===== config.mk =====
export PLATFORM = sky130hd
export DESIGN_NAME = lftlc_tag_link_controller
export DESIGN_NICKNAME = d
export VERILOG_FILES = /design/src/lftlc_pkg.sv /design/src/lftlc_tag_link_controller.sv
export SDC_FILE = /design/constraint.sdc
export NUM_CORES = 1
export LEC_CHECK = 0
export BUFFER_PORTS_ARGS = -buffer_cell sky130_fd_sc_hd__buf_2
export CAP_MARGIN = 5
export CORE_ASPECT_RATIO = 0.7
export CORE_UTILIZATION = 60
export CTS_CLUSTER_SIZE = 10
export DETAILED_ROUTE_END_ITERATION = 8
export PLACE_DENSITY = 0.78
export SKIP_LAST_GASP = 1
export SLEW_MARGIN = 10
export SYNTH_ARGS = -nofsm -noshare
export SYNTH_HDL_FRONTEND = slang
export SYNTH_SLANG_ARGS = --single-unit

===== constraint.sdc =====
create_clock -name clk -period 5.55 [get_ports clk]
set_input_delay 0.2775 -clock clk [delete_from_list [all_inputs] [get_ports clk]]
set_output_delay 0.2775 -clock clk [all_outputs]
set_load 0.05 [all_outputs]

===== src/lftlc_pkg.sv =====
// Constants, types and bus carriers of the tag link controller
// Function
// - Transmit continuously after power-up, data or dummy
// - Regular read runs byte 0 to last, wraps
// - Last byte 15 for long ID, else 7
// - Regular read only with locked lock pattern
// - Every read entry starts with one zero
// - Direct access repeats addressed byte until command
// - Dummy is nine ones then 55/119 zeros
// - All-zero lock bits select the dummy pattern
// - Accept 18-33 as zero, 50-65 as one
// - Leave downlink after 64 idle field clocks
// - Execute only on matching count, else read
// - Start gap accepted once mode register loaded
// - Two-bit opcode 00 reloads configuration
// - Two-bit opcode 10 reads ID, even unlocked
// - Opcode 11 reads upper bytes or ID
// - Write byte: opcode, zero, data, address; sixteen
// - Direct access: opcode, zero, address; eight bits
// - Bits sent in order received and written
// - Validated write programs, then reads written byte
// - Erase, check zero, program, check written data
// - Manchester at 64 field clocks per bit
// - Configuration bit 0 selects ID length
// - Failed verification stops modulation until command
// - Write to locked memory enters byte read
package lftlc_pkg;

    localparam int          APB_AW        = 12;
    localparam int          APB_DW        = 32;

    localparam logic [11:0] REG_STATUS    = 12'h000;
    localparam logic [11:0] REG_CTRL      = 12'h004;
    localparam logic [11:0] REG_MEM_ADDR  = 12'h008;
    localparam logic [11:0] REG_MEM_DATA  = 12'h00C;
    localparam int          CTRL_FAIL_BIT = 0;

    localparam int          MEM_BYTES     = 17;
    localparam logic [4:0]  CFG_BYTE      = 5'h10;
    localparam logic [4:0]  FIRST_BYTE    = 5'h00;
    localparam logic [4:0]  UPPER_FIRST   = 5'h08;
    localparam logic [4:0]  LAST_SHORT    = 5'h07;
    localparam logic [4:0]  LAST_LONG     = 5'h0F;
    localparam logic [7:0]  CFG_DEFAULT   = 8'h06;
    localparam int          LOCK_HI       = 7;
    localparam int          LOCK_LO       = 3;
    localparam int          IDLEN_BIT     = 0;
    localparam logic [4:0]  LOCK_LOCKED   = 5'h0D;
    localparam logic [4:0]  LOCK_OPEN     = 5'h00;

    localparam logic [5:0]  BIT_LAST_TICK = 6'h3F;
    localparam logic [5:0]  HALF_BIT      = 6'h20;
    localparam logic [2:0]  LAST_BIT_POS  = 3'h7;
    localparam logic [6:0]  HEADER_ONES   = 7'h09;
    localparam logic [6:0]  DUMMY_LAST_S  = 7'h3F;
    localparam logic [6:0]  DUMMY_LAST_L  = 7'h7F;

    localparam logic [6:0]  ZERO_MIN      = 7'h12;
    localparam logic [6:0]  ZERO_MAX      = 7'h21;
    localparam logic [6:0]  ONE_MIN       = 7'h32;
    localparam logic [6:0]  ONE_MAX       = 7'h41;
    localparam logic [6:0]  IDLE_MAX      = 7'h40;
    localparam logic [6:0]  SPACE_SAT     = 7'h7F;
    localparam logic [6:0]  INIT_LAST     = 7'h61;

    localparam logic [4:0]  CNT_SHORT     = 5'h02;
    localparam logic [4:0]  CNT_DIRECT    = 5'h08;
    localparam logic [4:0]  CNT_WRITE     = 5'h10;
    localparam logic [4:0]  CNT_SAT       = 5'h11;
    localparam logic [1:0]  OP_RESET      = 2'h0;
    localparam logic [1:0]  OP_READ       = 2'h2;
    localparam logic [1:0]  OP_UPPER      = 2'h3;

    localparam int          PROG_TIME_NS  = 5600000;
    localparam int          CLK_PERIOD_NS = 8;
    localparam int          PROG_CYCLES   = PROG_TIME_NS / CLK_PERIOD_NS;
    localparam int          PROG_STEPS    = 4;

    typedef struct packed {
        logic [APB_AW-1:0] paddr;
        logic              psel;
        logic              penable;
        logic              pwrite;
        logic [APB_DW-1:0] pwdata;
    } lftlc_apb_req_type;

    typedef struct packed {
        logic [APB_DW-1:0] prdata;
        logic              pready;
        logic              pslverr;
    } lftlc_apb_rsp_type;

    typedef enum logic [2:0] {
        ST_INIT,
        ST_READ,
        ST_DOWNLINK,
        ST_ERASE,
        ST_ERASE_CHK,
        ST_PROG,
        ST_PROG_CHK,
        ST_DEFEAT
    } lftlc_state_type;

endpackage


===== src/lftlc_tag_link_controller.sv =====
// Tag protocol engine: uplink serialiser, downlink decoder, programmer, APB
module lftlc_tag_link_controller #(
    parameter int PROG_STEP_CYCLES = lftlc_pkg::PROG_CYCLES / lftlc_pkg::PROG_STEPS
) (
    input  wire logic                        clk,
    input  wire logic                        resetn,
    input  wire lftlc_pkg::lftlc_apb_req_type apbReq,
    output lftlc_pkg::lftlc_apb_rsp_type      apbRsp,
    input  wire logic                        fieldClkPin,
    input  wire logic                        gapPin,
    output logic                             modOut
);
    import lftlc_pkg::*;

    // Synchronisers and edge detectors
    logic            fieldS1_q;
    logic            fieldS2_q;
    logic            fieldPrev_q;
    logic            gapS1_q;
    logic            gapS2_q;
    logic            gapPrev_q;
    logic            fieldTick;
    logic            gapStart;

    // Memory and configuration
    logic [7:0]      mem_q [MEM_BYTES];
    logic [7:0]      memCfg;
    logic [7:0]      cfg_q;
    logic            locked;
    logic            lockOpen;
    logic [4:0]      lastByte;

    // Control
    lftlc_state_type st_q;
    logic [6:0]      initCnt_q;
    logic [19:0]     stepCnt_q;
    logic            stepEnd;
    logic [4:0]      rdFirst_q;
    logic [4:0]      rdLast_q;
    logic            srcDummy_q;
    logic            startRead_q;
    logic [4:0]      wrAddr_q;
    logic [7:0]      wrData_q;
    logic            eraseStb_q;
    logic            progStb_q;

    // Downlink
    logic [6:0]      spaceCnt_q;
    logic [15:0]     shift_q;
    logic [4:0]      bitCnt_q;
    logic            dlErr_q;
    logic            dlDone;
    logic            spaceZero;
    logic            spaceOne;

    // Uplink
    logic [5:0]      halfCnt_q;
    logic [4:0]      byteIdx_q;
    logic [2:0]      bitIdx_q;
    logic [6:0]      dumCnt_q;
    logic            leadZero_q;
    logic            curBit;

    // Command decode results
    logic            goRead;
    logic [4:0]      goFirst;
    logic [4:0]      goLast;
    logic            goDummy;
    logic            goInit;
    logic            goProg;
    logic [4:0]      cmdAddr;
    logic [7:0]      cmdData;
    logic            addrOk;

    // Bus side
    logic            ctrlFail_q;
    logic [4:0]      memAddr_q;
    logic            apbWr;
    logic            apbAcc;
    logic            apbHit;
    logic [31:0]     prdata_q;
    logic            pslverr_q;

    always_ff @(posedge clk or negedge resetn) begin
        if (!resetn) begin
            fieldS1_q   <= 1'b0;
            fieldS2_q   <= 1'b0;
            fieldPrev_q <= 1'b0;
            gapS1_q     <= 1'b0;
            gapS2_q     <= 1'b0;
            gapPrev_q   <= 1'b0;
        end else begin
            fieldS1_q   <= fieldClkPin;
            fieldS2_q   <= fieldS1_q;
            fieldPrev_q <= fieldS2_q;
            gapS1_q     <= gapPin;
            gapS2_q     <= gapS1_q;
            gapPrev_q   <= gapS2_q;
        end
    end

    // Field clock is slow against clk, so one enable per carrier period
    assign fieldTick = fieldS2_q & ~fieldPrev_q;
    assign gapStart  = gapS2_q & ~gapPrev_q;

    assign memCfg   = mem_q[CFG_BYTE];
    assign locked   = memCfg[LOCK_HI:LOCK_LO] == LOCK_LOCKED;
    assign lockOpen = memCfg[LOCK_HI:LOCK_LO] == LOCK_OPEN;
    assign lastByte = memCfg[IDLEN_BIT] ? LAST_LONG : LAST_SHORT;

    // Gap spacing counter, cleared at every gap start
    always_ff @(posedge clk or negedge resetn) begin
        if (!resetn) begin
            spaceCnt_q <= 7'h00;
        end else if (gapStart) begin
            spaceCnt_q <= 7'h00;
        end else if (fieldTick && spaceCnt_q != SPACE_SAT) begin
            spaceCnt_q <= spaceCnt_q + 7'h01;
        end
    end

    assign spaceZero = spaceCnt_q >= ZERO_MIN && spaceCnt_q <= ZERO_MAX;
    assign spaceOne  = spaceCnt_q >= ONE_MIN && spaceCnt_q <= ONE_MAX;
    assign dlDone    = st_q == ST_DOWNLINK && spaceCnt_q > IDLE_MAX;

    // Downlink bit capture; first bit lands in the top of the word
    always_ff @(posedge clk or negedge resetn) begin
        if (!resetn) begin
            shift_q  <= 16'h0000;
            bitCnt_q <= 5'h00;
            dlErr_q  <= 1'b0;
        end else if (gapStart && st_q != ST_DOWNLINK) begin
            shift_q  <= 16'h0000;
            bitCnt_q <= 5'h00;
            dlErr_q  <= 1'b0;
        end else if (gapStart) begin
            shift_q <= {shift_q[14:0], spaceOne};
            if (bitCnt_q != CNT_SAT) begin
                bitCnt_q <= bitCnt_q + 5'h01;
            end
            if (!spaceZero && !spaceOne) begin
                dlErr_q <= 1'b1;
            end
        end
    end

    // Command decode
    always_comb begin
        goRead  = 1'b0;
        goFirst = FIRST_BYTE;
        goLast  = lastByte;
        goDummy = !locked;  // Undefined patterns fall back to the power-up source, dummy unless locked
        goInit  = 1'b0;
        goProg  = 1'b0;
        cmdAddr = shift_q[4:0];
        cmdData = shift_q[12:5];
        addrOk  = shift_q[4:0] <= CFG_BYTE;
        if (dlErr_q) begin
            goRead = 1'b1;
        end else if (bitCnt_q == CNT_SHORT) begin
            case (shift_q[1:0])
                OP_RESET: goInit = 1'b1;
                OP_READ: begin
                    goRead  = 1'b1;
                    goDummy = 1'b0;
                end
                OP_UPPER: begin
                    goRead  = 1'b1;
                    goDummy = 1'b0;
                    if (!memCfg[IDLEN_BIT]) begin
                        goFirst = UPPER_FIRST;
                        goLast  = LAST_LONG;
                    end
                end
                default: goRead = 1'b1;
            endcase
        end else if (bitCnt_q == CNT_DIRECT && shift_q[7:5] == {OP_READ, 1'b0} && addrOk) begin
            goRead  = 1'b1;
            goDummy = 1'b0;
            goFirst = cmdAddr;
            goLast  = cmdAddr;
        end else if (bitCnt_q == CNT_WRITE && shift_q[15:13] == {OP_READ, 1'b0} && addrOk) begin
            if (!lockOpen) begin
                goRead  = 1'b1;
                goDummy = 1'b0;
                goFirst = cmdAddr;
                goLast  = cmdAddr;
            end else begin
                goProg = 1'b1;
            end
        end else begin
            goRead = 1'b1;
        end
    end

    assign stepEnd = stepCnt_q == 20'(PROG_STEP_CYCLES - 1);

    // Main sequencer
    always_ff @(posedge clk or negedge resetn) begin
        if (!resetn) begin
            st_q        <= ST_INIT;
            cfg_q       <= CFG_DEFAULT;
            initCnt_q   <= 7'h00;
            stepCnt_q   <= 20'h00000;
            rdFirst_q   <= FIRST_BYTE;
            rdLast_q    <= LAST_SHORT;
            srcDummy_q  <= 1'b1;
            startRead_q <= 1'b0;
            wrAddr_q    <= 5'h00;
            wrData_q    <= 8'h00;
            eraseStb_q  <= 1'b0;
            progStb_q   <= 1'b0;
        end else begin
            startRead_q <= 1'b0;
            eraseStb_q  <= 1'b0;
            progStb_q   <= 1'b0;
            case (st_q)
                ST_INIT: begin
                    if (fieldTick) begin
                        initCnt_q <= initCnt_q + 7'h01;
                        if (initCnt_q == INIT_LAST) begin
                            cfg_q       <= memCfg;
                            st_q        <= ST_READ;
                            rdFirst_q   <= FIRST_BYTE;
                            rdLast_q    <= lastByte;
                            srcDummy_q  <= !locked;
                            startRead_q <= 1'b1;
                        end
                    end
                end
                ST_READ, ST_DEFEAT: begin
                    if (st_q == ST_READ) begin
                        cfg_q <= memCfg;
                    end
                    if (gapStart) begin
                        st_q <= ST_DOWNLINK;
                    end
                end
                ST_DOWNLINK: begin
                    if (dlDone) begin
                        if (goInit) begin
                            st_q      <= ST_INIT;
                            initCnt_q <= 7'h00;
                        end else if (goProg) begin
                            st_q      <= ST_ERASE;
                            stepCnt_q <= 20'h00000;
                            wrAddr_q  <= cmdAddr;
                            wrData_q  <= cmdData;
                        end else begin
                            st_q        <= ST_READ;
                            rdFirst_q   <= goFirst;
                            rdLast_q    <= goLast;
                            srcDummy_q  <= goDummy;
                            startRead_q <= goRead;
                        end
                    end
                end
                ST_ERASE, ST_ERASE_CHK, ST_PROG, ST_PROG_CHK: begin
                    stepCnt_q <= stepCnt_q + 20'h00001;
                    if (stepEnd) begin
                        stepCnt_q <= 20'h00000;
                        case (st_q)
                            ST_ERASE: begin
                                eraseStb_q <= 1'b1;
                                st_q       <= ST_ERASE_CHK;
                            end
                            ST_ERASE_CHK: begin
                                if (mem_q[wrAddr_q] != 8'h00 || ctrlFail_q) begin
                                    st_q <= ST_DEFEAT;
                                end else begin
                                    st_q <= ST_PROG;
                                end
                            end
                            ST_PROG: begin
                                progStb_q <= 1'b1;
                                st_q      <= ST_PROG_CHK;
                            end
                            default: begin
                                if (mem_q[wrAddr_q] != wrData_q || ctrlFail_q) begin
                                    st_q <= ST_DEFEAT;
                                end else begin
                                    st_q        <= ST_READ;
                                    rdFirst_q   <= wrAddr_q;
                                    rdLast_q    <= wrAddr_q;
                                    srcDummy_q  <= 1'b0;
                                    startRead_q <= 1'b1;
                                end
                            end
                        endcase
                    end
                end
                default: st_q <= ST_INIT;
            endcase
        end
    end

    // Nonvolatile array; backdoor port loads it for bench and production
    always_ff @(posedge clk or negedge resetn) begin
        if (!resetn) begin
            for (int i = 0; i < MEM_BYTES; i++) begin
                mem_q[i] <= (i == int'(CFG_BYTE)) ? CFG_DEFAULT : 8'h00;
            end
        end else if (eraseStb_q) begin
            mem_q[wrAddr_q] <= 8'h00;
        end else if (progStb_q) begin
            mem_q[wrAddr_q] <= wrData_q;
        end else if (apbWr && apbReq.paddr == REG_MEM_DATA && memAddr_q <= CFG_BYTE) begin
            mem_q[memAddr_q] <= apbReq.pwdata[7:0];
        end
    end

    // Bit source: leading zero, dummy header, or memory MSB first
    always_comb begin
        if (leadZero_q) begin
            curBit = 1'b0;
        end else if (srcDummy_q) begin
            curBit = dumCnt_q < HEADER_ONES;
        end else begin
            curBit = mem_q[byteIdx_q][LAST_BIT_POS - bitIdx_q];
        end
    end

    // Uplink pointers, advanced once per 64 field clocks
    always_ff @(posedge clk or negedge resetn) begin
        if (!resetn) begin
            halfCnt_q  <= 6'h00;
            byteIdx_q  <= FIRST_BYTE;
            bitIdx_q   <= 3'h0;
            dumCnt_q   <= 7'h00;
            leadZero_q <= 1'b1;
        end else if (startRead_q) begin
            halfCnt_q  <= 6'h00;
            byteIdx_q  <= rdFirst_q;
            bitIdx_q   <= 3'h0;
            dumCnt_q   <= 7'h00;
            leadZero_q <= 1'b1;
        end else if (st_q == ST_READ && fieldTick) begin
            halfCnt_q <= halfCnt_q + 6'h01;
            if (halfCnt_q == BIT_LAST_TICK) begin
                if (leadZero_q) begin
                    leadZero_q <= 1'b0;
                end else if (srcDummy_q) begin
                    if (dumCnt_q == (cfg_q[IDLEN_BIT] ? DUMMY_LAST_L : DUMMY_LAST_S)) begin
                        dumCnt_q <= 7'h00;
                    end else begin
                        dumCnt_q <= dumCnt_q + 7'h01;
                    end
                end else begin
                    bitIdx_q <= bitIdx_q + 3'h1;
                    if (bitIdx_q == LAST_BIT_POS) begin
                        if (byteIdx_q >= rdLast_q) begin
                            byteIdx_q <= rdFirst_q;
                        end else begin
                            byteIdx_q <= byteIdx_q + 5'h01;
                        end
                    end
                end
            end
        end
    end

    // Manchester: low then high half is a one, damping off outside reads
    always_ff @(posedge clk or negedge resetn) begin
        if (!resetn) begin
            modOut <= 1'b0;
        end else if (st_q == ST_READ) begin
            modOut <= (halfCnt_q < HALF_BIT) ? ~curBit : curBit;
        end else begin
            modOut <= 1'b0;
        end
    end

    // APB slave, zero wait states
    assign apbAcc = apbReq.psel & apbReq.penable;
    assign apbWr  = apbAcc & apbReq.pwrite & apbHit;
    assign apbHit = apbReq.paddr == REG_STATUS || apbReq.paddr == REG_CTRL
                 || apbReq.paddr == REG_MEM_ADDR || apbReq.paddr == REG_MEM_DATA;

    always_ff @(posedge clk or negedge resetn) begin
        if (!resetn) begin
            ctrlFail_q <= 1'b0;
            memAddr_q  <= 5'h00;
        end else if (apbWr) begin
            if (apbReq.paddr == REG_CTRL) begin
                ctrlFail_q <= apbReq.pwdata[CTRL_FAIL_BIT];
            end
            if (apbReq.paddr == REG_MEM_ADDR) begin
                memAddr_q <= apbReq.pwdata[4:0];
            end
        end
    end

    // Read data registered in setup so it is stable through the access
    always_ff @(posedge clk or negedge resetn) begin
        if (!resetn) begin
            prdata_q  <= 32'h00000000;
            pslverr_q <= 1'b0;
        end else if (apbReq.psel && !apbReq.penable) begin
            pslverr_q <= 1'b0;
            prdata_q  <= 32'h00000000;
            case (apbReq.paddr)
                REG_STATUS: prdata_q <= {10'h0, modOut, dlErr_q, bitCnt_q,
                                         cfg_q, 4'h0, st_q};
                REG_CTRL: prdata_q <= {31'h0, ctrlFail_q};
                REG_MEM_ADDR: prdata_q <= {27'h0, memAddr_q};
                REG_MEM_DATA: prdata_q <= (memAddr_q <= CFG_BYTE)
                                          ? {24'h000000, mem_q[memAddr_q]} : 32'h00000000;
                default: pslverr_q <= 1'b1;
            endcase
        end
    end

    assign apbRsp.prdata  = prdata_q;
    assign apbRsp.pready  = 1'b1;
    assign apbRsp.pslverr = pslverr_q & apbAcc;

endmodule // lftlc_tag_link_controller


==> qor.txt <==
Hold Crit Depth -> 2
Via Count -> 16957
Fill cells -> 2280
Metal2 WL -> 26400 µm
Startpoint type of the worst setup path -> register
Top delay family on crit path -> compound AO/OA/AOI/OAI gates
Final Max Tran Viols -> 0
Pint -> 3.45 mW
Routability congestion estimate -> 1.02
Setup CP Type -> register to register
Switching part of the total -> 23.6%
Hold worst-path end -> memAddr_q[1]
Drt drc -> 0
Total of warnings raised by yosys -> 0
Reg2reg end -> rdFirst_q[2]
Top Layer Used -> met5
Syn Area/Cell -> 9.53 µm²
Leak -> 7.70 nW
CP required -> 5.96 ns
Worst path max stage delay -> 1.02 ns
Worst r2r path cells -> 8
Dpl hpwl -> 46900 µm
CTS tree -> done
Worst-margin pin slew -> 1.20 ns
Worst Setup SP -> wrAddr_q[1]
Root Buffer -> clkbuf_16
CTS H-Tree Depth -> 2
Pwr dens -> 229 nW/µm²
Post-Synthesis Cells -> 1896
CP Cell Sequence -> nor4b_1 > and2_1 > a2111o_1 > or3_4 > a2111oi_4 > nand4_2 > o21ai_4 > mux2_4
Die Y -> 147 µm
Clk pwr share -> 48.7%
EDFF count, synth -> 0
Setup-failing EPs final -> 0
Final setup TNS -> 0 ns
RSZ-0062 raised after global routing -> no
CP Capture Type -> register
Global-route wire length before repair -> 99100 µm
Mapped cell area -> 18100 µm²
Initial drt markers -> 2414
Switching power -> 1.06 mW
R2R Setup Slk -> 1.38 ns
PortBufs -> 50
Worst skew pair latency -> 0.54 ns
Area Growth Syn to Fin -> 9.29%
Post-route antenna net violation count -> 0
CTS clock-pin slew for the worst setup and hold paths -> 0.06 ns
Core Util, Final -> 67.4%
TritonRoute pass-1 iters -> 6
Grt ovf -> 0
Reg2Reg Launch Point -> wrAddr_q[1]
Post-route minimum period -> 4.17 ns
Achievable clock frequency -> 240 MHz
Seq/Total Area, Yosys -> 39.8%
Critical-path top delay cell -> dfrtp_2
Relative slew slack -> 19.4%
Vias per std cell -> 7.37
Area of the die -> 30800 µm²
Seq cells post-synth -> 287
Sequential share of power -> 47.4%
Synth Flop Type -> dfrtp_1
CP Max Fanout -> 34
Combinational fraction of design power -> 3.9%
HP Class -> input pin to register
DRT met1 WL -> 26200 µm
Largest net degree at the start of global routing -> 150
Status -> completed
Core area -> 29300 µm²
VDD IR max -> 0.236 mV
Design Area, Final -> 19700 µm²
NumNets Final -> 1973
Initial antenna violation count -> 3
TritonCTS buffer count -> 35
Vias in the first global route -> 15829
Initial Utilization -> 61.7%
Netlist cell types -> 73
Max Clock Skew -> 0.0251 ns
Max-Cap Viols -> 0
Worst path bufs/invs -> 0
Worst Path Arrival -> 4.58 ns
Asr flop ratio synth -> 100%
Clk sinks -> 287
Row count -> 52
Fin crit share -> 75.2%
Final-report hold violation count -> 0
Top-Level Pins -> 86
Cell Area, Placed -> 18700 µm²
Detailed Route WL -> 65800 µm
Met3 WL post-DR -> 11100 µm
CTS Buffer Depth -> 3
Layout cell share with drive strength beyond 1 -> 16.1%
Die Width -> 209 µm
Avg WL per Cell -> 28.6 µm
Total track usage -> 43.1%
Worst hold path startpoint -> apbReq[1]
-- stage by stage --
step	std cells	total power, mW	hold WS, ns	worst slack [ns]
4_1_cts	2299	4.52	0.00698	1.46
2_1_floorplan	1905	2.26	-0.0181	2.33
6_report	2300	4.52	0.0145	1.38
5_1_grt	2299	4.62	0.0174	1.08
3_3_place_gp	2240	2.34	0.333	1.56
3_5_place_dp	2240	2.35	0.330	1.46
-- final cells by class --
type / instances / area [µm²] / share of cell area, %
Tap cell: 378 / 473 / 2.40
Inverter: 24 / 90.1 / 0.456
Antenna cell: 1 / 2.50 / 0.0127
Multi-Input combinational cell: 1452 / 10200 / 51.9
Sequential cell: 287 / 7200 / 36.5
Clock inverter: 4 / 85.1 / 0.431
Timing Repair Buffer: 102 / 683 / 3.46
Clock buffer: 52 / 971 / 4.92
-- logic make-up (layout without fill, tap and decap cells) --
group / count (synthesis) / after routing / share of synthesized area, %
AOI/OAI and AO/OA: 590 / 590 / 21.4
xor gates and xnor gates: 26 / 26 / 1.26
adders and majority gates: 20 / 20 / 1.39
buffers and inverters: 166 / 182 / 3.77
DFF: 287 / 287 / 39.8
muxes: 165 / 165 / 15.5
other: 2 / 12 / 0.0416
and+or+nand+nor: 640 / 640 / 16.8
-- synthesized netlist by cell type (7+ instances only) --
library cell | n | share of area (%)
nor4_1 | 16 | 0.55
o21ai_0 | 208 | 5.8
a2bb2oi_1 | 8 | 0.39
a22oi_1 | 128 | 5.3
buf_4 | 13 | 0.54
mux2_2 | 45 | 2.8
nand4_1 | 14 | 0.48
mux2_4 | 8 | 0.66
ha_1 | 20 | 1.4
a211oi_1 | 15 | 0.62
xor2_1 | 20 | 0.97
o31ai_1 | 13 | 0.54
a221oi_1 | 10 | 0.48
or3_1 | 11 | 0.38
nand3b_1 | 8 | 0.33
mux4_2 | 84 | 10
nand3_1 | 35 | 0.97
clkbuf_1 | 100 | 2.1
a21oi_1 | 49 | 1.4
or2_2 | 7 | 0.24
a22o_1 | 39 | 1.9
mux2i_1 | 28 | 1.6
buf_2 | 8 | 0.22
buf_1 | 21 | 0.44
and3_1 | 21 | 0.73
nor2_1 | 103 | 2.1
dfrtp_1 | 278 | 39
and2_1 | 29 | 1.0
a31oi_1 | 18 | 0.62
nor3_1 | 25 | 0.69
dfstp_2 | 9 | 1.3
inv_1 | 24 | 0.50
nand2b_1 | 23 | 0.80
nand2_1 | 291 | 6.0
o22ai_1 | 50 | 1.7
nor2b_1 | 23 | 0.80
-- power groups by stage --
stage / sequential [mW] / clock, mW / combinational [mW]
floorplan: 2.17 / 0 / 0.0913
global placement: 2.18 / 0 / 0.168
detailed placement: 2.18 / 0 / 0.172
CTS: 2.14 / 2.20 / 0.174
global route: 2.14 / 2.28 / 0.194
finish: 2.14 / 2.20 / 0.177
-- cells in the final DEF (no fill, tap or decap), drive strengths merged, types with 7 or more instances in the layout --
cell	synthesis	final
a31oi	18	18
nor4	17	17
or3	12	12
o311ai	7	7
and3	21	21
a221oi	10	10
clkbuf	100	52
nor2	103	103
a22o	39	39
nand3	35	35
a21oi	49	49
o21ai	209	209
xor2	20	20
ha	20	20
nand3b	8	8
dfrtp	278	278
dfstp	9	9
inv	24	25
a211oi	16	16
mux2	53	53
a2bb2oi	8	8
nand2	291	291
a22oi	128	128
nand4	15	15
o22ai	50	50
mux4	84	84
nand2b	23	23
nor3	25	25
mux2i	28	28
o31ai	13	13
and2	31	31
nor2b	23	23
or2	7	7
conb	2	11
buf	42	99
-- worst max-delay path by stage --
stage                        end  cells past startpoint  slack (ns)
floorplan           rdFirst_q[0]                     11        2.33
global placement    rdFirst_q[3]                      8        1.56
detailed placement  rdFirst_q[1]                      8        1.46
CTS                 rdFirst_q[2]                      8        1.46
global route        rdFirst_q[0]                      9        1.08
finish              rdFirst_q[2]                      8        1.38
-- metal layers --
metal  up-vias  global-route usage [%]
met4         2                    13.1
met5         -                       0
met1      8328                    61.9
met3       210                    19.3
li1       7136                       -
met2      1281                    58.2
-- flip-flops by register name, indices dropped and copies added, names as in the netlist, 5 cells and up --
register / flops
mem_q: 128
prdata_q: 22
stepCnt_q: 20
shift_q: 16
cfg_q: 8
memCfg: 8
wrData_q: 8
dumCnt_q: 7
initCnt_q: 7
spaceCnt_q: 7
halfCnt_q: 6
bitCnt_q: 5
byteIdx_q: 5
memAddr_q: 5
rdFirst_q: 5
wrAddr_q: 5
-- timing repair --
| action | 4_1_cts | 5_1_grt |
|---|---|---|
| hold buffers | 3 | 0 |
| hold endpoints to repair | 87 | 0 |
| gates resized for setup | 0 | 0 |
| setup buffers | 0 | 0 |
Power figures use the tool's default switching activity.
